[config.mk]
export PLATFORM = sky130hd
export DESIGN_NAME = sps_supervisor
export DESIGN_NICKNAME = d
export VERILOG_FILES = /design/src/hw/sps_pkg.sv /design/src/hw/sps_supervisor.sv
export VERILOG_INCLUDE_DIRS = /design/src /design/src/hw
export SDC_FILE = /design/constraint.sdc
export NUM_CORES = 1
export LEC_CHECK = 0
export BUFFER_PORTS_ARGS = -buffer_cell sky130_fd_sc_hd__buf_2
export CORE_ASPECT_RATIO = 1.5
export CORE_MARGIN = 2
export CORE_UTILIZATION = 41
export DETAILED_ROUTE_END_ITERATION = 7
export PLACE_DENSITY = 0.65
export SETUP_SLACK_MARGIN = 0.1
export SYNTH_ARGS = -nofsm -noshare
export SYNTH_HDL_FRONTEND = slang
export SYNTH_SLANG_ARGS = --single-unit
[constraint.sdc]
create_clock -name clk_i -period 14.6 [get_ports clk_i]
set_input_delay 1.46 -clock clk_i [delete_from_list [all_inputs] [get_ports clk_i]]
set_output_delay 1.46 -clock clk_i [all_outputs]
set_load 0.005 [all_outputs]
[src/hw/sps_params.svh]
`ifndef SPS_PARAMS_SVH
`define SPS_PARAMS_SVH

// ****************************************************************
// Register byte offsets.
// ****************************************************************
`define SPS_ADR_WORK_RANGE 8'h00
`define SPS_ADR_SEQUENCE 8'h04
`define SPS_ADR_EXPANSION 8'h08
`define SPS_ADR_BRAKE_HOLD 8'h0C
`define SPS_ADR_WARN_LATCH 8'h10
`define SPS_ADR_OSC_LEVEL 8'h14
`define SPS_ADR_COMM_LIMIT 8'h18
`define SPS_ADR_STATUS 8'h1C
`define SPS_ADR_CMD_MIN 8'h20
`define SPS_ADR_CMD_MAX 8'h24

// ****************************************************************
// Field positions and codes.
// ****************************************************************
`define SPS_SEQ_ALARM_LSB 0
`define SPS_SEQ_OT_LSB 4
`define SPS_EXP_FALL_BIT 10
`define SPS_LATCH_MASK_LSB 16
`define SPS_FALL_SEQ 3'h4
`define SPS_IMM_SEQ_MIN 3'h4
`define SPS_OT_CLEAR_SEQ 3'h2
`define SPS_MODE_POSITION 2'h0
`define SPS_MODE_FULL_CLOSED 2'h3
`define SPS_LOAD_WARN_PCT 8'h55
`define SPS_LATCH_MAX_S 4'hA
`define SPS_WARN_BATTERY 2
`define SPS_WARN_LIFETIME 7

// ****************************************************************
// Reset values.
// ****************************************************************
`define SPS_RST_WORK_RANGE 32'h0000_2710
`define SPS_RST_SEQUENCE 32'h0000_0000
`define SPS_RST_EXPANSION 16'h0000
`define SPS_RST_BRAKE_HOLD 16'h0000
`define SPS_RST_WARN_LATCH 32'h0000_0000
`define SPS_RST_OSC_LEVEL 16'h0000
`define SPS_RST_COMM_LIMIT 16'h0404

// ****************************************************************
// Timing.
// ****************************************************************
`define SPS_CLK_HZ 100000000
`define SPS_HOLD_STEP_MS 2
`define SPS_FAN_STOP_MS 1000
`define SPS_LATCH_UNIT_MS 1000
`define SPS_MS_CYC(ms) ((ms) * (`SPS_CLK_HZ / 1000))

`endif

[src/hw/sps_pkg.sv]
package sps_pkg;

	// ****************************************************************
	// Shared types.
	// ****************************************************************
	typedef struct packed {
		logic valid;
		logic signed [15:0] delta;
	} sps_cmd_t;

	typedef struct packed {
		logic [7:0] load_pct;
		logic [7:0] regen_pct;
		logic battery_low;
		logic fan_stopped;
		logic upper_fan_idle;
		logic enc_err;
		logic enc_ok;
		logic enc_overheat;
		logic [15:0] vibration;
		logic lifetime_short;
		logic scale_alarm;
		logic scale_err;
		logic scale_ok;
	} sps_cause_t;

	typedef enum logic [1:0] {
		SPS_RUN = 2'b00,
		SPS_HOLD = 2'b01,
		SPS_STOPPED = 2'b11
	} sps_brake_t;

endpackage

[src/hw/sps_supervisor.sv]
// Implementation choices: the register offsets and the Wishbone interface to the registers.
`timescale 1ns/1ns
`default_nettype none
`include "sps_params.svh"
// Functional notes
// - Raise software limit alarm when motor leaves command range widened by working range.
// - Limit check works only in position or full-closed control mode.
// - Limit check works only while servo is on.
// - With no commands, range is working range on both sides of reference.
// - Commands either way widen accumulated range; limits add working range each side.
// - On limit alarm, request stop using the alarm stop sequence setting.
// - Limit protection is suppressed during tool trial run or frequency measurement; code gates it on tool_test_i only.
// - Command range clears at reset, deviation clear, overtravel clear, trial start/end.
// - Immediate-stop alarm with falling prevention drops brake release, holds current.
// - Hold time counts in 2 ms steps; zero disables falling prevention.
// - Falling prevention needs sequence 4 and expansion bit10; bit10 clears deviation.
// - Sequence values 4 to 7 select immediate stop for supporting alarms.
// - Warnings follow their cause and clear automatically unless latched.
// - Latched warnings hold 1 to 10 s or forever; battery, lifetime forever.
// - While alarm clear input is asserted, all warnings stay cleared.
// - Overload and regeneration warnings at load factor 85 percent or more.
// - Fan warning after 1 s stopped, not for intentional upper fan stop.
// - Communication warnings when consecutive error count exceeds its threshold.
// - Encoder overheat, oscillation and scale error are separate warning codes.
module sps_supervisor
	import sps_pkg::*;
#(
	parameter int unsigned HOLD_STEP_CYC = `SPS_MS_CYC(`SPS_HOLD_STEP_MS),
	parameter int unsigned FAN_STOP_CYC = `SPS_MS_CYC(`SPS_FAN_STOP_MS),
	parameter int unsigned LATCH_UNIT_CYC = `SPS_MS_CYC(`SPS_LATCH_UNIT_MS)
) (
	// Clock, reset and enable.
	input wire logic clk_i,
	input wire logic rst_i,
	input wire logic ce_i,
	// Wishbone slave.
	input wire logic wb_cyc_i,
	input wire logic wb_stb_i,
	input wire logic wb_we_i,
	input wire logic [7:0] wb_adr_i,
	input wire logic [3:0] wb_sel_i,
	input wire logic [31:0] wb_dat_i,
	output logic [31:0] wb_dat_o,
	output logic wb_ack_o,
	// Drive state from control logic.
	input wire sps_cmd_t cmd_i,
	input wire logic signed [31:0] motor_pos_i,
	input wire logic servo_on_i,
	input wire logic [1:0] control_mode_i,
	input wire logic tool_test_i,
	input wire logic trial_run_i,
	input wire logic imm_alarm_i,
	input wire sps_cause_t cause_i,
	// Asynchronous pins.
	input wire logic alarm_clear_in_i,
	input wire logic dev_clear_in_i,
	input wire logic ot_inhibit_in_i,
	// Protection outputs.
	output logic software_limit_alarm_o,
	output logic stop_request_o,
	output logic [2:0] stop_mode_o,
	output logic immediate_stop_o,
	output logic brake_release_out_o,
	output logic motor_current_on_o,
	output logic deviation_clear_o,
	output logic [9:0] warnings_o,
	output logic warning_active_o,
	output logic [3:0] warning_code_o
);

	// ****************************************************************
	// Helpers.
	// ****************************************************************
	function automatic logic [31:0] merge_bytes(input logic [31:0] old, input logic [31:0] wdat,
		input logic [3:0] sel);
		logic [31:0] r;
		r = old;
		for (int b = 0; b < 4; b++) begin
			if (sel[b]) begin
				r[b*8 +: 8] = wdat[b*8 +: 8];
			end
		end
		return r;
	endfunction

	function automatic logic [7:0] count_err(input logic [7:0] cnt, input logic err, input logic ok);
		logic [7:0] r;
		r = cnt;
		if (ok) begin
			r = 8'h00;
		end else if (err && cnt != 8'hFF) begin
			r = cnt + 8'h01;
		end
		return r;
	endfunction

	// ****************************************************************
	// Pin synchronisers.
	// ****************************************************************
	logic [2:0] pin_meta;
	logic [2:0] pin_sync;
	logic alarm_clear;
	logic dev_clear;
	logic ot_inhibit;

	always_ff @(posedge clk_i) begin
		if (rst_i) begin
			pin_meta <= 3'h0;
			pin_sync <= 3'h0;
		end else if (ce_i) begin
			pin_meta <= {ot_inhibit_in_i, dev_clear_in_i, alarm_clear_in_i};
			pin_sync <= pin_meta;
		end
	end

	assign alarm_clear = pin_sync[0];
	assign dev_clear = pin_sync[1];
	assign ot_inhibit = pin_sync[2];

	// ****************************************************************
	// Register file.
	// ****************************************************************
	logic [31:0] work_range;
	logic [31:0] sequence_reg;
	logic [15:0] function_expansion_setup;
	logic [15:0] brake_hold_wait_time;
	logic [31:0] warn_latch_reg;
	logic [15:0] oscillation_detect_level;
	logic [15:0] comm_limit;
	logic [2:0] alarm_stop_sequence;
	logic [2:0] overtravel_stop_sequence;
	logic [3:0] warning_latch_time;
	logic [9:0] latch_mask;
	logic wb_req;
	logic [31:0] next_rdata;
	logic signed [31:0] cmd_min;
	logic signed [31:0] cmd_max;
	sps_brake_t brake_state;

	assign wb_req = wb_cyc_i && wb_stb_i;
	assign alarm_stop_sequence = sequence_reg[`SPS_SEQ_ALARM_LSB +: 3];
	assign overtravel_stop_sequence = sequence_reg[`SPS_SEQ_OT_LSB +: 3];
	assign warning_latch_time = warn_latch_reg[3:0];
	assign latch_mask = warn_latch_reg[`SPS_LATCH_MASK_LSB +: 10];

	always_ff @(posedge clk_i) begin
		if (rst_i) begin
			work_range <= `SPS_RST_WORK_RANGE;
			sequence_reg <= `SPS_RST_SEQUENCE;
			function_expansion_setup <= `SPS_RST_EXPANSION;
			brake_hold_wait_time <= `SPS_RST_BRAKE_HOLD;
			warn_latch_reg <= `SPS_RST_WARN_LATCH;
			oscillation_detect_level <= `SPS_RST_OSC_LEVEL;
			comm_limit <= `SPS_RST_COMM_LIMIT;
		end else if (ce_i && wb_req && wb_we_i && wb_ack_o) begin
			unique case (wb_adr_i)
				`SPS_ADR_WORK_RANGE: work_range <= merge_bytes(work_range, wb_dat_i, wb_sel_i);
				`SPS_ADR_SEQUENCE: sequence_reg <= merge_bytes(sequence_reg, wb_dat_i, wb_sel_i) & 32'h0000_0077;
				`SPS_ADR_EXPANSION: function_expansion_setup <=
					16'(merge_bytes({16'h0000, function_expansion_setup}, wb_dat_i, wb_sel_i));
				`SPS_ADR_BRAKE_HOLD: brake_hold_wait_time <=
					16'(merge_bytes({16'h0000, brake_hold_wait_time}, wb_dat_i, wb_sel_i));
				`SPS_ADR_WARN_LATCH: warn_latch_reg <= merge_bytes(warn_latch_reg, wb_dat_i, wb_sel_i) & 32'h03FF_000F;
				`SPS_ADR_OSC_LEVEL: oscillation_detect_level <=
					16'(merge_bytes({16'h0000, oscillation_detect_level}, wb_dat_i, wb_sel_i));
				`SPS_ADR_COMM_LIMIT: comm_limit <= 16'(merge_bytes({16'h0000, comm_limit}, wb_dat_i, wb_sel_i));
				default: begin
				end
			endcase
		end
	end

	always_comb begin
		next_rdata = 32'h0000_0000;
		unique case (wb_adr_i)
			`SPS_ADR_WORK_RANGE: next_rdata = work_range;
			`SPS_ADR_SEQUENCE: next_rdata = sequence_reg;
			`SPS_ADR_EXPANSION: next_rdata = {16'h0000, function_expansion_setup};
			`SPS_ADR_BRAKE_HOLD: next_rdata = {16'h0000, brake_hold_wait_time};
			`SPS_ADR_WARN_LATCH: next_rdata = warn_latch_reg;
			`SPS_ADR_OSC_LEVEL: next_rdata = {16'h0000, oscillation_detect_level};
			`SPS_ADR_COMM_LIMIT: next_rdata = {16'h0000, comm_limit};
			`SPS_ADR_STATUS: next_rdata = {6'h00, warnings_o, 10'h000, deviation_clear_o, motor_current_on_o,
				brake_release_out_o, immediate_stop_o, stop_request_o, software_limit_alarm_o};
			`SPS_ADR_CMD_MIN: next_rdata = cmd_min;
			`SPS_ADR_CMD_MAX: next_rdata = cmd_max;
			default: next_rdata = 32'h0000_0000;
		endcase
	end

	// Ack follows one cycle after the request and drops in the next.
	always_ff @(posedge clk_i) begin
		if (rst_i) begin
			wb_ack_o <= 1'b0;
			wb_dat_o <= 32'h0000_0000;
		end else if (ce_i) begin
			wb_ack_o <= wb_req && !wb_ack_o;
			if (wb_req && !wb_ack_o) begin
				wb_dat_o <= next_rdata;
			end
		end
	end

	// ****************************************************************
	// Command range tracking.
	// ****************************************************************
	logic signed [31:0] cmd_pos;
	logic signed [31:0] next_cmd_pos;
	logic trial_prev;
	logic range_clear;

	assign range_clear = dev_clear || (overtravel_stop_sequence == `SPS_OT_CLEAR_SEQ && ot_inhibit) ||
		(trial_run_i != trial_prev);
	assign next_cmd_pos = cmd_pos + 32'(cmd_i.delta);

	always_ff @(posedge clk_i) begin
		if (rst_i) begin
			trial_prev <= 1'b0;
		end else if (ce_i) begin
			trial_prev <= trial_run_i;
		end
	end

	always_ff @(posedge clk_i) begin
		if (rst_i || (ce_i && range_clear)) begin
			cmd_pos <= 32'h0000_0000;
			cmd_min <= 32'h0000_0000;
			cmd_max <= 32'h0000_0000;
		end else if (ce_i && cmd_i.valid) begin
			cmd_pos <= next_cmd_pos;
			if (next_cmd_pos < cmd_min) begin
				cmd_min <= next_cmd_pos;
			end
			if (next_cmd_pos > cmd_max) begin
				cmd_max <= next_cmd_pos;
			end
		end
	end

	// ****************************************************************
	// Software limit and stop request.
	// ****************************************************************
	logic signed [33:0] lim_lo;
	logic signed [33:0] lim_hi;
	logic signed [33:0] pos_ext;
	logic limit_enable;
	logic limit_hit;
	logic imm_event;
	logic fall_enable;

	assign lim_lo = 34'(cmd_min) - $signed({2'b00, work_range});
	assign lim_hi = 34'(cmd_max) + $signed({2'b00, work_range});
	assign pos_ext = 34'(motor_pos_i);
	assign limit_enable = servo_on_i && !tool_test_i &&
		(control_mode_i == `SPS_MODE_POSITION || control_mode_i == `SPS_MODE_FULL_CLOSED);
	assign limit_hit = limit_enable && (pos_ext > lim_hi || pos_ext < lim_lo);
	assign imm_event = (limit_hit && !software_limit_alarm_o) || imm_alarm_i;
	assign fall_enable = alarm_stop_sequence == `SPS_FALL_SEQ &&
		function_expansion_setup[`SPS_EXP_FALL_BIT] && brake_hold_wait_time != 16'h0000;

	always_ff @(posedge clk_i) begin
		if (rst_i) begin
			software_limit_alarm_o <= 1'b0;
			stop_request_o <= 1'b0;
			stop_mode_o <= 3'h0;
			immediate_stop_o <= 1'b0;
		end else if (ce_i) begin
			if (limit_hit) begin
				software_limit_alarm_o <= 1'b1;
			end else if (alarm_clear) begin
				software_limit_alarm_o <= 1'b0;
			end
			if (imm_event) begin
				stop_request_o <= 1'b1;
				stop_mode_o <= alarm_stop_sequence;
				immediate_stop_o <= alarm_stop_sequence >= `SPS_IMM_SEQ_MIN;
			end else if (alarm_clear) begin
				stop_request_o <= 1'b0;
				immediate_stop_o <= 1'b0;
			end
		end
	end

	// ****************************************************************
	// Falling prevention hold.
	// ****************************************************************
	logic [31:0] step_cnt;
	logic [15:0] hold_cnt;

	always_ff @(posedge clk_i) begin
		if (rst_i) begin
			brake_state <= SPS_RUN;
			step_cnt <= 32'h0000_0000;
			hold_cnt <= 16'h0000;
		end else if (ce_i) begin
			unique case (brake_state)
				SPS_RUN: begin
					if (imm_event && alarm_stop_sequence >= `SPS_IMM_SEQ_MIN) begin
						brake_state <= fall_enable ? SPS_HOLD : SPS_STOPPED;
						step_cnt <= 32'h0000_0000;
						hold_cnt <= 16'((17'(brake_hold_wait_time) + 17'h0_0001) >> 1);
					end
				end
				SPS_HOLD: begin
					if (step_cnt == 32'(HOLD_STEP_CYC - 1)) begin
						step_cnt <= 32'h0000_0000;
						hold_cnt <= hold_cnt - 16'h0001;
						if (hold_cnt == 16'h0001) begin
							brake_state <= SPS_STOPPED;
						end
					end else begin
						step_cnt <= step_cnt + 32'h0000_0001;
					end
				end
				SPS_STOPPED: begin
					if (alarm_clear) begin
						brake_state <= SPS_RUN;
					end
				end
				default: brake_state <= SPS_RUN;
			endcase
		end
	end

	always_ff @(posedge clk_i) begin
		if (rst_i) begin
			brake_release_out_o <= 1'b0;
			motor_current_on_o <= 1'b0;
			deviation_clear_o <= 1'b0;
		end else if (ce_i) begin
			brake_release_out_o <= servo_on_i && brake_state == SPS_RUN && !imm_event;
			motor_current_on_o <= (servo_on_i && brake_state == SPS_RUN) || brake_state == SPS_HOLD;
			deviation_clear_o <= brake_state == SPS_HOLD && function_expansion_setup[`SPS_EXP_FALL_BIT];
		end
	end

	// ****************************************************************
	// Warning causes.
	// ****************************************************************
	logic [31:0] fan_cnt;
	logic [7:0] enc_cnt;
	logic [7:0] scale_cnt;
	logic [9:0] cause;
	logic fan_counting;

	assign fan_counting = cause_i.fan_stopped && !(cause_i.upper_fan_idle && !servo_on_i);

	always_ff @(posedge clk_i) begin
		if (rst_i) begin
			fan_cnt <= 32'h0000_0000;
			enc_cnt <= 8'h00;
			scale_cnt <= 8'h00;
		end else if (ce_i) begin
			if (!fan_counting) begin
				fan_cnt <= 32'h0000_0000;
			end else if (fan_cnt != 32'(FAN_STOP_CYC)) begin
				fan_cnt <= fan_cnt + 32'h0000_0001;
			end
			enc_cnt <= count_err(enc_cnt, cause_i.enc_err, cause_i.enc_ok);
			scale_cnt <= count_err(scale_cnt, cause_i.scale_err, cause_i.scale_ok);
		end
	end

	always_comb begin
		cause = 10'h000;
		cause[0] = cause_i.load_pct >= `SPS_LOAD_WARN_PCT;
		cause[1] = cause_i.regen_pct >= `SPS_LOAD_WARN_PCT;
		cause[2] = cause_i.battery_low;
		cause[3] = fan_counting && fan_cnt == 32'(FAN_STOP_CYC);
		cause[4] = enc_cnt > comm_limit[7:0];
		cause[5] = cause_i.enc_overheat;
		cause[6] = cause_i.vibration > oscillation_detect_level;
		cause[7] = cause_i.lifetime_short;
		cause[8] = cause_i.scale_alarm;
		cause[9] = scale_cnt > comm_limit[15:8];
	end

	// ****************************************************************
	// Warning latching.
	// ****************************************************************
	logic [31:0] sec_cnt;
	logic sec_tick;
	logic [3:0] hold_s [10];
	logic [9:0] held;
	logic [9:0] next_warn;
	logic [3:0] next_code;

	assign sec_tick = sec_cnt == 32'(LATCH_UNIT_CYC - 1);

	always_ff @(posedge clk_i) begin
		if (rst_i || (ce_i && sec_tick)) begin
			sec_cnt <= 32'h0000_0000;
		end else if (ce_i) begin
			sec_cnt <= sec_cnt + 32'h0000_0001;
		end
	end

	always_ff @(posedge clk_i) begin
		if (rst_i) begin
			held <= 10'h000;
			for (int i = 0; i < 10; i++) begin
				hold_s[i] <= 4'h0;
			end
		end else if (ce_i) begin
			for (int i = 0; i < 10; i++) begin
				if (alarm_clear) begin
					held[i] <= 1'b0;
					hold_s[i] <= 4'h0;
				end else if (cause[i]) begin
					held[i] <= i == `SPS_WARN_BATTERY || i == `SPS_WARN_LIFETIME ||
						(latch_mask[i] && warning_latch_time != 4'h0);
					hold_s[i] <= warning_latch_time;
				end else if (held[i] && sec_tick && i != `SPS_WARN_BATTERY && i != `SPS_WARN_LIFETIME &&
					warning_latch_time <= `SPS_LATCH_MAX_S) begin
					hold_s[i] <= hold_s[i] - 4'h1;
					if (hold_s[i] <= 4'h1) begin
						held[i] <= 1'b0;
					end
				end
			end
		end
	end

	always_comb begin
		next_warn = alarm_clear ? 10'h000 : (cause | held);
		next_code = 4'h0;
		for (int i = 9; i >= 0; i--) begin
			if (next_warn[i]) begin
				next_code = 4'(i);
			end
		end
	end

	always_ff @(posedge clk_i) begin
		if (rst_i) begin
			warnings_o <= 10'h000;
			warning_active_o <= 1'b0;
			warning_code_o <= 4'h0;
		end else if (ce_i) begin
			warnings_o <= next_warn;
			warning_active_o <= next_warn != 10'h000;
			warning_code_o <= next_code;
		end
	end

endmodule
`default_nettype wire

; Word-level counts from Yosys, hierarchy flattened
; Memories as Yosys holds them, arrays and structs flattened.
; Cells that the tools add are included.
[word_totals]
ff_bits = 416
mem_bits_rw = 40
n_memories = 1
[op_classes]
addsub = 18
order_cmp = 19
n_eq_ne = 27
mux = 202
bitwise = 29
reduce_logical = 129
[mem_list]
columns = name, words, word_bits, rd, rd_clocked_by_memory_dff, wr, line_no
row1 = hold_s, 10, 4, 8, 0, 10, sps_supervisor.sv:383  ; logic [3:0] hold_s [10];
[ops]
columns = operator, count
row1 = $pmux 32 s10, 1
row2 = $mux 4, 38
row3 = $mux 1, 144
row4 = $mux 32, 4
row5 = $add 32x1->32 const B, 3
row6 = $reduce_and 3->1, 25
row7 = $eq 32x27->1 const B, 2
row8 = $pmux 32 s2, 1
row9 = $logic_and 1x1->1, 48
row10 = $reduce_bool 3->1, 16
row11 = $add 32x33->34, 1
row12 = $gt 32x34->1, 1
row13 = $lt 32x34->1, 1
row14 = $sub 32x33->34, 1
row15 = $add 32x16->32, 1
row16 = $eq 32x18->1 const B, 1
row17 = $eq 8x5->1 const B, 4
row18 = $gt 32x32->1, 1
row19 = $le 4x1->1 const B, 8
row20 = $lt 32x32->1, 1
row21 = $mux 16, 2
row22 = $mux 8, 4
row23 = $ne 32x27->1 const B, 1
row24 = $pmux 16 s2, 1
row25 = 37 further kinds, 114

; Longest topological paths before layout
; Gate-level depths: netlist of run 1.
[depth]
depth_word = 17
mapped_depth = 26
depth_no_buf = 25

; Worst setup path before layout of run 1
; Ideal clock, no wire load.
[synth_timing]
path_type = in2reg
startpoint = in cmd_i[10] in the netlist's numbering
endpoint = reg cmd_max[11]
setup_time_ns = 0.128
arrival_ns = 6.047
setup_slack_ns = 8.425
path_stages = 22
n_path_buf = 2
path_cell_list = ha_1 -> a21o_1 -> o21bai_1 -> a221oi_1 -> a31oi_1 -> o2111ai_1 -> nand3_1 -> o41ai_1 -> xnor2_1 -> xnor2_1 -> inv_1 -> ha_1 -> nand4_1 -> nor4_1 -> a31oi_1 -> o211ai_1 -> nor2_1 -> a31oi_1 -> buf_1 -> buf_2 -> mux2i_1 -> nor2_1
[synth_between]
elab_chain_len = 3
[synth_rtl]
columns = element, line_no
row1 = from (decl), sps_supervisor.sv:46  ; input wire sps_cmd_t cmd_i,
row2 = $add 32x16->32, sps_supervisor.sv:214  ; assign next_cmd_pos = cmd_pos + 32'(cmd_i.delta);
row3 = via next_cmd_pos[31], sps_supervisor.sv:208  ; logic signed [31:0] next_cmd_pos;
row4 = $gt 32x32->1, sps_supervisor.sv:234  ; if (next_cmd_pos > cmd_max) begin
row5 = $reduce_and 2->1 (no line), --
row6 = to (signal assigned), sps_supervisor.sv:235  ; cmd_max <= next_cmd_pos;
row7 = to (decl), sps_supervisor.sv:137  ; logic signed [31:0] cmd_max;
; The timed path passes the listed nets, and every way through them passes these cells.
; A chain may end at the register's enable or synchronous reset.

; Worst setup path in the final report of run 1
[layout_timing]
startpoint = reg cmd_max[3]
endpoint = reg hold_cnt[7]
[layout_between]
elab_chain_len = 9
[layout_rtl]
columns = element, line_no
row1 = $add 32x33->34, sps_supervisor.sv:252  ; assign lim_hi = 34'(cmd_max) + $signed({2'b00, work_range});
row2 = $gt 32x34->1, sps_supervisor.sv:256  ; assign limit_hit = limit_enable && (pos_ext > lim_hi || pos_ext < lim_lo);
row3 = $logic_or 1x1->1, sps_supervisor.sv:256
row4 = $logic_and 1x1->1, sps_supervisor.sv:256
row5 = $logic_and 1x1->1, sps_supervisor.sv:257  ; assign imm_event = (limit_hit && !software_limit_alarm_o) || imm_alarm_i;
row6 = $logic_or 1x1->1, sps_supervisor.sv:257
row7 = $logic_and 1x1->1 (no line), --
row8 = $ne 2x2->1 (no line), --
row9 = $reduce_and 4->1 (no line), --
row10 = to (signal assigned), sps_supervisor.sv:301  ; hold_cnt <= 16'((17'(brake_hold_wait_time) + 17'h0_0001) >> 1);
row11 = to (signal assigned), sps_supervisor.sv:307  ; hold_cnt <= hold_cnt - 16'h0001;
row12 = to (decl), sps_supervisor.sv:288  ; logic [15:0] hold_cnt;
; Every way passes these cells.

==> impl_results.md, run 1 <==
- Status: complete, no violations
- Layout Nets: 4131
- Port bufs: 206
- Max-slew violation count: 0
- Fmax achieved: about 140 MHz
- Reg-to-Reg Start: cmd_max[3]
- Fill cell count: 6856
- TritonCTS clock tree: built
- Clock skew: ~0.024 ns
- Final hold violations: 0
- Design area: between 30000 and 40000 um^2
- Critical Path Fanout Max: 33
- Worst hold start: cmd_pos[28]
- Synth Area per Inst: 8.123 um^2
- Hold_ws: 0.4563 ns
- Die area: 72280 um^2
- Most frequent cells in the layout: 492 x nor2_1, 416 x dfxtp_1, 323 x nand2_1
- Number of DRC markers in iteration 0: 1922
- Library cells used by synthesis: slightly above 80
- Post-Syn Instances: approximately 3500
- Hpwl dp: 70.61 mm
- Post-route insts no fill: 4633
- Part of the Yosys area used for sequential elements: 0.3232
- Hold Buf Count CTS: 0
- Slew margin rel.: 0.1287
- Layout cells sized above 1: 0.09788
- GR Util All Layers: 0.2502
- Number of routed nets with antenna violations: 0
- Clk sinks: 448
- RSZ-0062 raised after global routing: no
- P&R area growth vs syn: 12.46%
- Die height: between 300 and 400 um
- First-pass GRT wire length: roughly 140 mm
- Area occupied by registers: 9289 um^2
- Actual slew at the worst max-slew pin: roughly 1.3 ns
- LEAKAGE: 13.10 nW
- Setup bufs post-CTS: 0
- Pin count of the biggest net entering global routing: 93
- Core ar.: 69240 um^2
- Longest Clk Path Bufs: 3
- RD Place Congestion: 1.002
- Congestion Overflow GR: 0
- Post-Place Cell Area: 30680 um^2
- Num ports: 207
- First-pass detailed-route iteration total: 8
- Start point of the critical path: cmd_max[3]
- Pre-CTS setup slack: around 7.0 ns
- Area share of the leading cell type in the synthesized netlist: 0.2898
- Initial antenna violation count: 8
- Max Cap Violations: 0
- DR vias: between 20000 and 30000
- Starting Density: 0.4151
- Yosys reg bits: 448
- Routed WL: 92.10 mm
- Setup TNS: 0 ns
- Critical path startpoint category: flip-flop
- Worst EP arrival: 7.90 ns
- Final worst setup slack: 7.209 ns
- Crit. End Element: flip-flop
- Wire length per cell: ~20 um
- Top post-synthesis cells by area: dfxtp_1 29%, ha_1 12%, nor2_1 6.5%
- Row count: 118
- Mapped cell area: between 20000 and 30000 um^2
- Hold Path Class: reg2reg
- Htree depth: 2
- Critical Setup Path Class: reg2reg
- Part of the cycle the worst path needs: 0.5062
- Clk_lat worst skew: 0.63 ns
- DP Cell Count: 4542
- Post-synth ARST share: 0
- Avg Vias per Cell: 5.725
- Critical path required time: 15.11 ns
- Prevailing post-synth register cell: dfxtp_1
- Final min period: 7.391 ns
- CTS resizes: 0
- Synth warn: 0
- Area leader, netlist: dfxtp_1
- Most common cell after layout, fill and taps aside: nor2_1
- Post-synth EDFFs: 32
- Die width: 220.2 um
- Worst-path clk slew: around 0.06 ns
- Clock root buffer master: clkbuf_16
- Setup violators final: 0
- Pwr/cell area: 99.90 nW/um^2
- Multi-input logic area: 18190 um^2
- Number of global-route vias before repair: 25493
- IR drop worst, VDD: 0.00008595 V
- CTS Buf Count: about 50
- Post-synth net total: 3976
- DRC violation count after routing: 0
[logic make-up (layout without fill, tap and decap cells)]
kind of cell | after synthesis | in the layout | share of synthesized area
AOI/OAI and AO/OA | 864 | 864 | 0.1956
xor gates and xnor gates | 186 | 186 | 0.05668
adders and majority gates | 288 | 288 | 0.1262
buffers and inverters | 342 | 533 | 0.04558
DFF | 448 | 448 | 0.3232
muxes | 167 | 167 | 0.05825
other | 0 | 4 | 0
and+or+nand+nor | 1243 | 1243 | 0.1945
[worst max-delay path, cell delays in order, from the launching register on]
cell       delay (ns)
dfxtp_1          0.37
ha_1             0.39
a21oi_1          0.08
o21ai_0          0.49
a211oi_1         0.29
o21ba_2          0.35
o31ai_1          0.44
a2111oi_0        0.19
o41ai_1          0.59
a21oi_1          0.17
xnor2_1          0.15
ha_1             0.37
nand4_1          0.15
or4_1            0.60
or2_1            0.32
o221ai_1         0.25
nor3_1           0.10
o221ai_2         0.44
a2111oi_4        0.16
o21ai_2          0.95
nor2_1           0.12
o221a_2          0.30
[final cells by class]
type | instances | area share
Antenna cell | 4 | 0.0003097
Clock buffer | 66 | 0.04374
Timing Repair Buffer | 242 | 0.04045
Sequential cell | 448 | 0.2874
Inverter | 204 | 0.02369
Multi-Input combinational cell | 2748 | 0.5629
Clock inverter | 21 | 0.006697
Tap cell | 900 | 0.03484
[report_power, final]
part           switching [W]  internal (W)
Clock               0.000540      0.000747
Combinational       0.000388      0.000254
Sequential         0.0000351       0.00126
[routing by layer]
metal | part of all wire | wire length (um) | GRT usage
met1 | 0.41 | 37660 | 0.3014
met2 | 0.49 | 44940 | 0.4362
met3 | 0.049 | 4531 | 0.03209
met4 | 0.053 | 4925 | 0.1215
met5 | 0.00042 | 39 | 0
[per-stage QoR]
stage | util | total power, W
floorplan | - | 0.001754
global placement | 0.4431 | 0.001953
detailed placement | 0.4431 | 0.001959
CTS | 0.4666 | 0.003245
global route | 0.4668 | 0.003366
finish | 0.4668 | 0.003229
[worst paths after layout]
kind                               endpoint  slack (ns)  depth (start not counted)
worst max-delay path            hold_cnt[7]        7.21                         21
worst min register to register  cmd_pos[28]        0.46                          2
worst min-delay path            cmd_pos[28]        0.46                          2
worst max register to register  hold_cnt[7]        7.21                         21
[synthesized netlist by cell type, drive strengths merged (68+ instances only)]
cell type and instances:
ha 285, a21o 68, inv 203, clkbuf 121, nand2 324, nand3 101, xor2 96, nor2 495
dfxtp 416, a21oi 298, o21ai 140, mux2i 165, xnor2 90, nor3 85
Power figures use the tool's default switching activity.
==> run 2, diff against run 1 <==
--- a/config.mk
+++ b/config.mk
@@ -11,7 +11,7 @@
 export CORE_MARGIN = 2
 export CORE_UTILIZATION = 41
 export DETAILED_ROUTE_END_ITERATION = 7
-export PLACE_DENSITY = 0.65
+export PLACE_DENSITY = 0.67
 export SETUP_SLACK_MARGIN = 0.1
 export SYNTH_ARGS = -nofsm -noshare
 export SYNTH_HDL_FRONTEND = slang
==> constraint.sdc (replaced) <==
create_clock -name clk_i -period 6.55 [get_ports clk_i]
set_input_delay 0.655 -clock clk_i [delete_from_list [all_inputs] [get_ports clk_i]]
set_output_delay 0.655 -clock clk_i [all_outputs]
set_load 0.005 [all_outputs]
==> impl_results.md, run 2 (synthesis gave the netlist of run 1 again) <==
- Status: complete, no violations
- Final min period: 6.160 ns
- Die area: 72280 um^2
- Hold-critical path endpoint: work_range[28]
- Final worst setup slack: 0.3903 ns
- Wire length per cell: 20.12 um
- Longest Clk Path Bufs: 3
- Register-to-Register Path Depth: 26
- Critical path startpoint category: flip-flop
- Reg-to-Reg Start: work_range[1]
- Layout cells sized above 1: 0.1148
- Crit. End Element: flip-flop
- LEAKAGE: 13.37 nW
- Actual slew at the worst max-slew pin: between 1 and 1.5 ns
- Max-slew violation count: 0
- Hold Buf Count CTS: 0
- Clk sinks: 448
- Pin count of the biggest net entering global routing: 166
- Number of global-route vias before repair: 26026
- Avg Vias per Cell: 5.746
- Critical Setup Path Class: reg2reg
- Layout Nets: approximately 4200
- Initial antenna violation count: 4
- P&R area growth vs syn: 14.01%
- R2R setup slack: 0.39 ns
- Critical path required time: 7.08 ns
- Number of DRC markers in iteration 0: 1905
- Cell depth of the worst hold path: 3
- RD Place Congestion: 0.9785
- Row count: 118
- DR vias: roughly 27000
- Htree depth: 2
- TritonCTS clock tree: built
- RSZ-0062 raised after global routing: no
- Part of the cycle the worst path needs: 0.9404
- Die width: 220.2 um
- Slew margin rel.: 0.2855
- Hold Path Class: in2reg
- Fmax achieved: 162.3 MHz
- GR Util All Layers: 0.2556
- Congestion Overflow GR: 0
- Fill cell count: approximately 6800
- Clock skew: ~0.021 ns
- Max Cap Violations: 0
- IR drop worst, VDD: around 0.0002 V
- Most common cell after layout, fill and taps aside: nor2_1
- Worst-path clk slew: about 0.070 ns
- Routed WL: 94.22 mm
- First-pass detailed-route iteration total: 6
- Worst r2r dst: step_cnt[13]
- DRC violation count after routing: 0
- Pwr/cell area: ~220 nW/um^2
- Core ar.: 69240 um^2
- Die height: 328.3 um
- Clk_lat worst skew: slightly above 0.6 ns
- Pre-CTS setup slack: about 0.18 ns
- Worst EP arrival: around 6.7 ns
- Worst hold start: wb_dat_i[28]
- Num ports: 207
- Setup violators final: 0
- CTS Buf Count: 46
- First-pass GRT wire length: 144.4 mm
- Most frequent cells in the layout: 492 x nor2_1, 416 x dfxtp_1, 323 x nand2_1
- Setup TNS: 0 ns
- Number of routed nets with antenna violations: 0
- Port bufs: 206
- Final hold violations: 0
- Critical Path Fanout Max: 17
- Hpwl dp: 72.11 mm
- Clock root buffer master: clkbuf_16
- Starting Density: 0.4151
[run 2: routing by layer]
layer / track usage / part of all wire / up-vias
met4: 0.1258 / 0.052 / 2
met5: 0 / 0.00016 / -
met3: 0.03144 / 0.052 / 243
met1: 0.3034 / 0.40 / 12788
li1: - / - / 13100
met2: 0.4513 / 0.49 / 781
[run 2: repair_timing]
item | in CTS | in global routing
setup endpoints to repair | 0 | 56
gates resized for setup | 0 | 11
setup buffers | 0 | 3
[run 2: cell type report]
cell class | instances | area [um^2] | share of cell area
multi-input cells | 2748 | 18240 | 0.5567
flip-flops and latches | 448 | 9289 | 0.2835
clock buffers | 67 | 1436 | 0.04384
repair buffers | 294 | 1760 | 0.05373
diodes | 5 | 12.51 | 0.0003819
clock inverters | 18 | 135.1 | 0.004124
inverters | 204 | 765.7 | 0.02337
well taps | 900 | 1126 | 0.03437
[run 2: worst max-delay path by stage]
stage	end	startpoint	slack, ns
2_1_floorplan	step_cnt[9]	work_range[1]	1.09
3_3_place_gp	stop_mode_o[0]	work_range[0]	0.27
3_5_place_dp	stop_mode_o[1]	work_range[0]	0.18
4_1_cts	stop_mode_o[1]	work_range[0]	0.14
5_1_grt	step_cnt[21]	cmd_max[0]	0.16
6_report	step_cnt[13]	work_range[1]	0.39
[run 2: stage by stage]
| stage | power, W | util | cell area, um^2 | instances | hold WS, ns |
|---|---|---|---|---|---|
| 6_report | 0.007155 | 0.4732 | 32770 | 4684 | 0.2765 |
| 3_3_place_gp | 0.004399 | 0.4493 | 31110 | 4591 | 0.4438 |
| 3_5_place_dp | 0.004414 | 0.4493 | 31110 | 4591 | 0.4414 |
| 2_1_floorplan | 0.003909 | - | 28740 | 3538 | 0.4356 |
| 5_1_grt | 0.007460 | 0.4731 | 32760 | 4682 | 0.2842 |
| 4_1_cts | 0.007182 | 0.4720 | 32680 | 4676 | 0.2605 |
[run 2: critical path, cell delays in order, from the launching register on]
cell       delay (ns)
dfxtp_1          0.31
buf_4            0.14
ha_1             0.27
a21o_1           0.18
a41oi_1          0.13
o21ai_0          0.16
a211oi_2         0.13
o21ba_2          0.28
o31ai_2          0.43
a2111oi_0        0.18
o41ai_1          0.36
buf_4            0.17
a21oi_1          0.07
xnor2_1          0.14
ha_1             0.29
nand4_1          0.13
or4_4            0.57
or3_1            0.39
o22ai_2          0.18
nor3_1           0.08
o221ai_2         0.45
a21oi_2          0.16
o211ai_4         0.25
buf_4            0.15
nand3_2          0.09
buf_12           0.20
a31oi_1          0.17
[run 2: power breakdown]
part / switching [W] / total (W) / internal [W]
Clock: 0.00121 / 0.00277 / 0.00157
Combinational: 0.000889 / 0.00149 / 0.000604
Sequential: 0.0000708 / 0.00289 / 0.00282
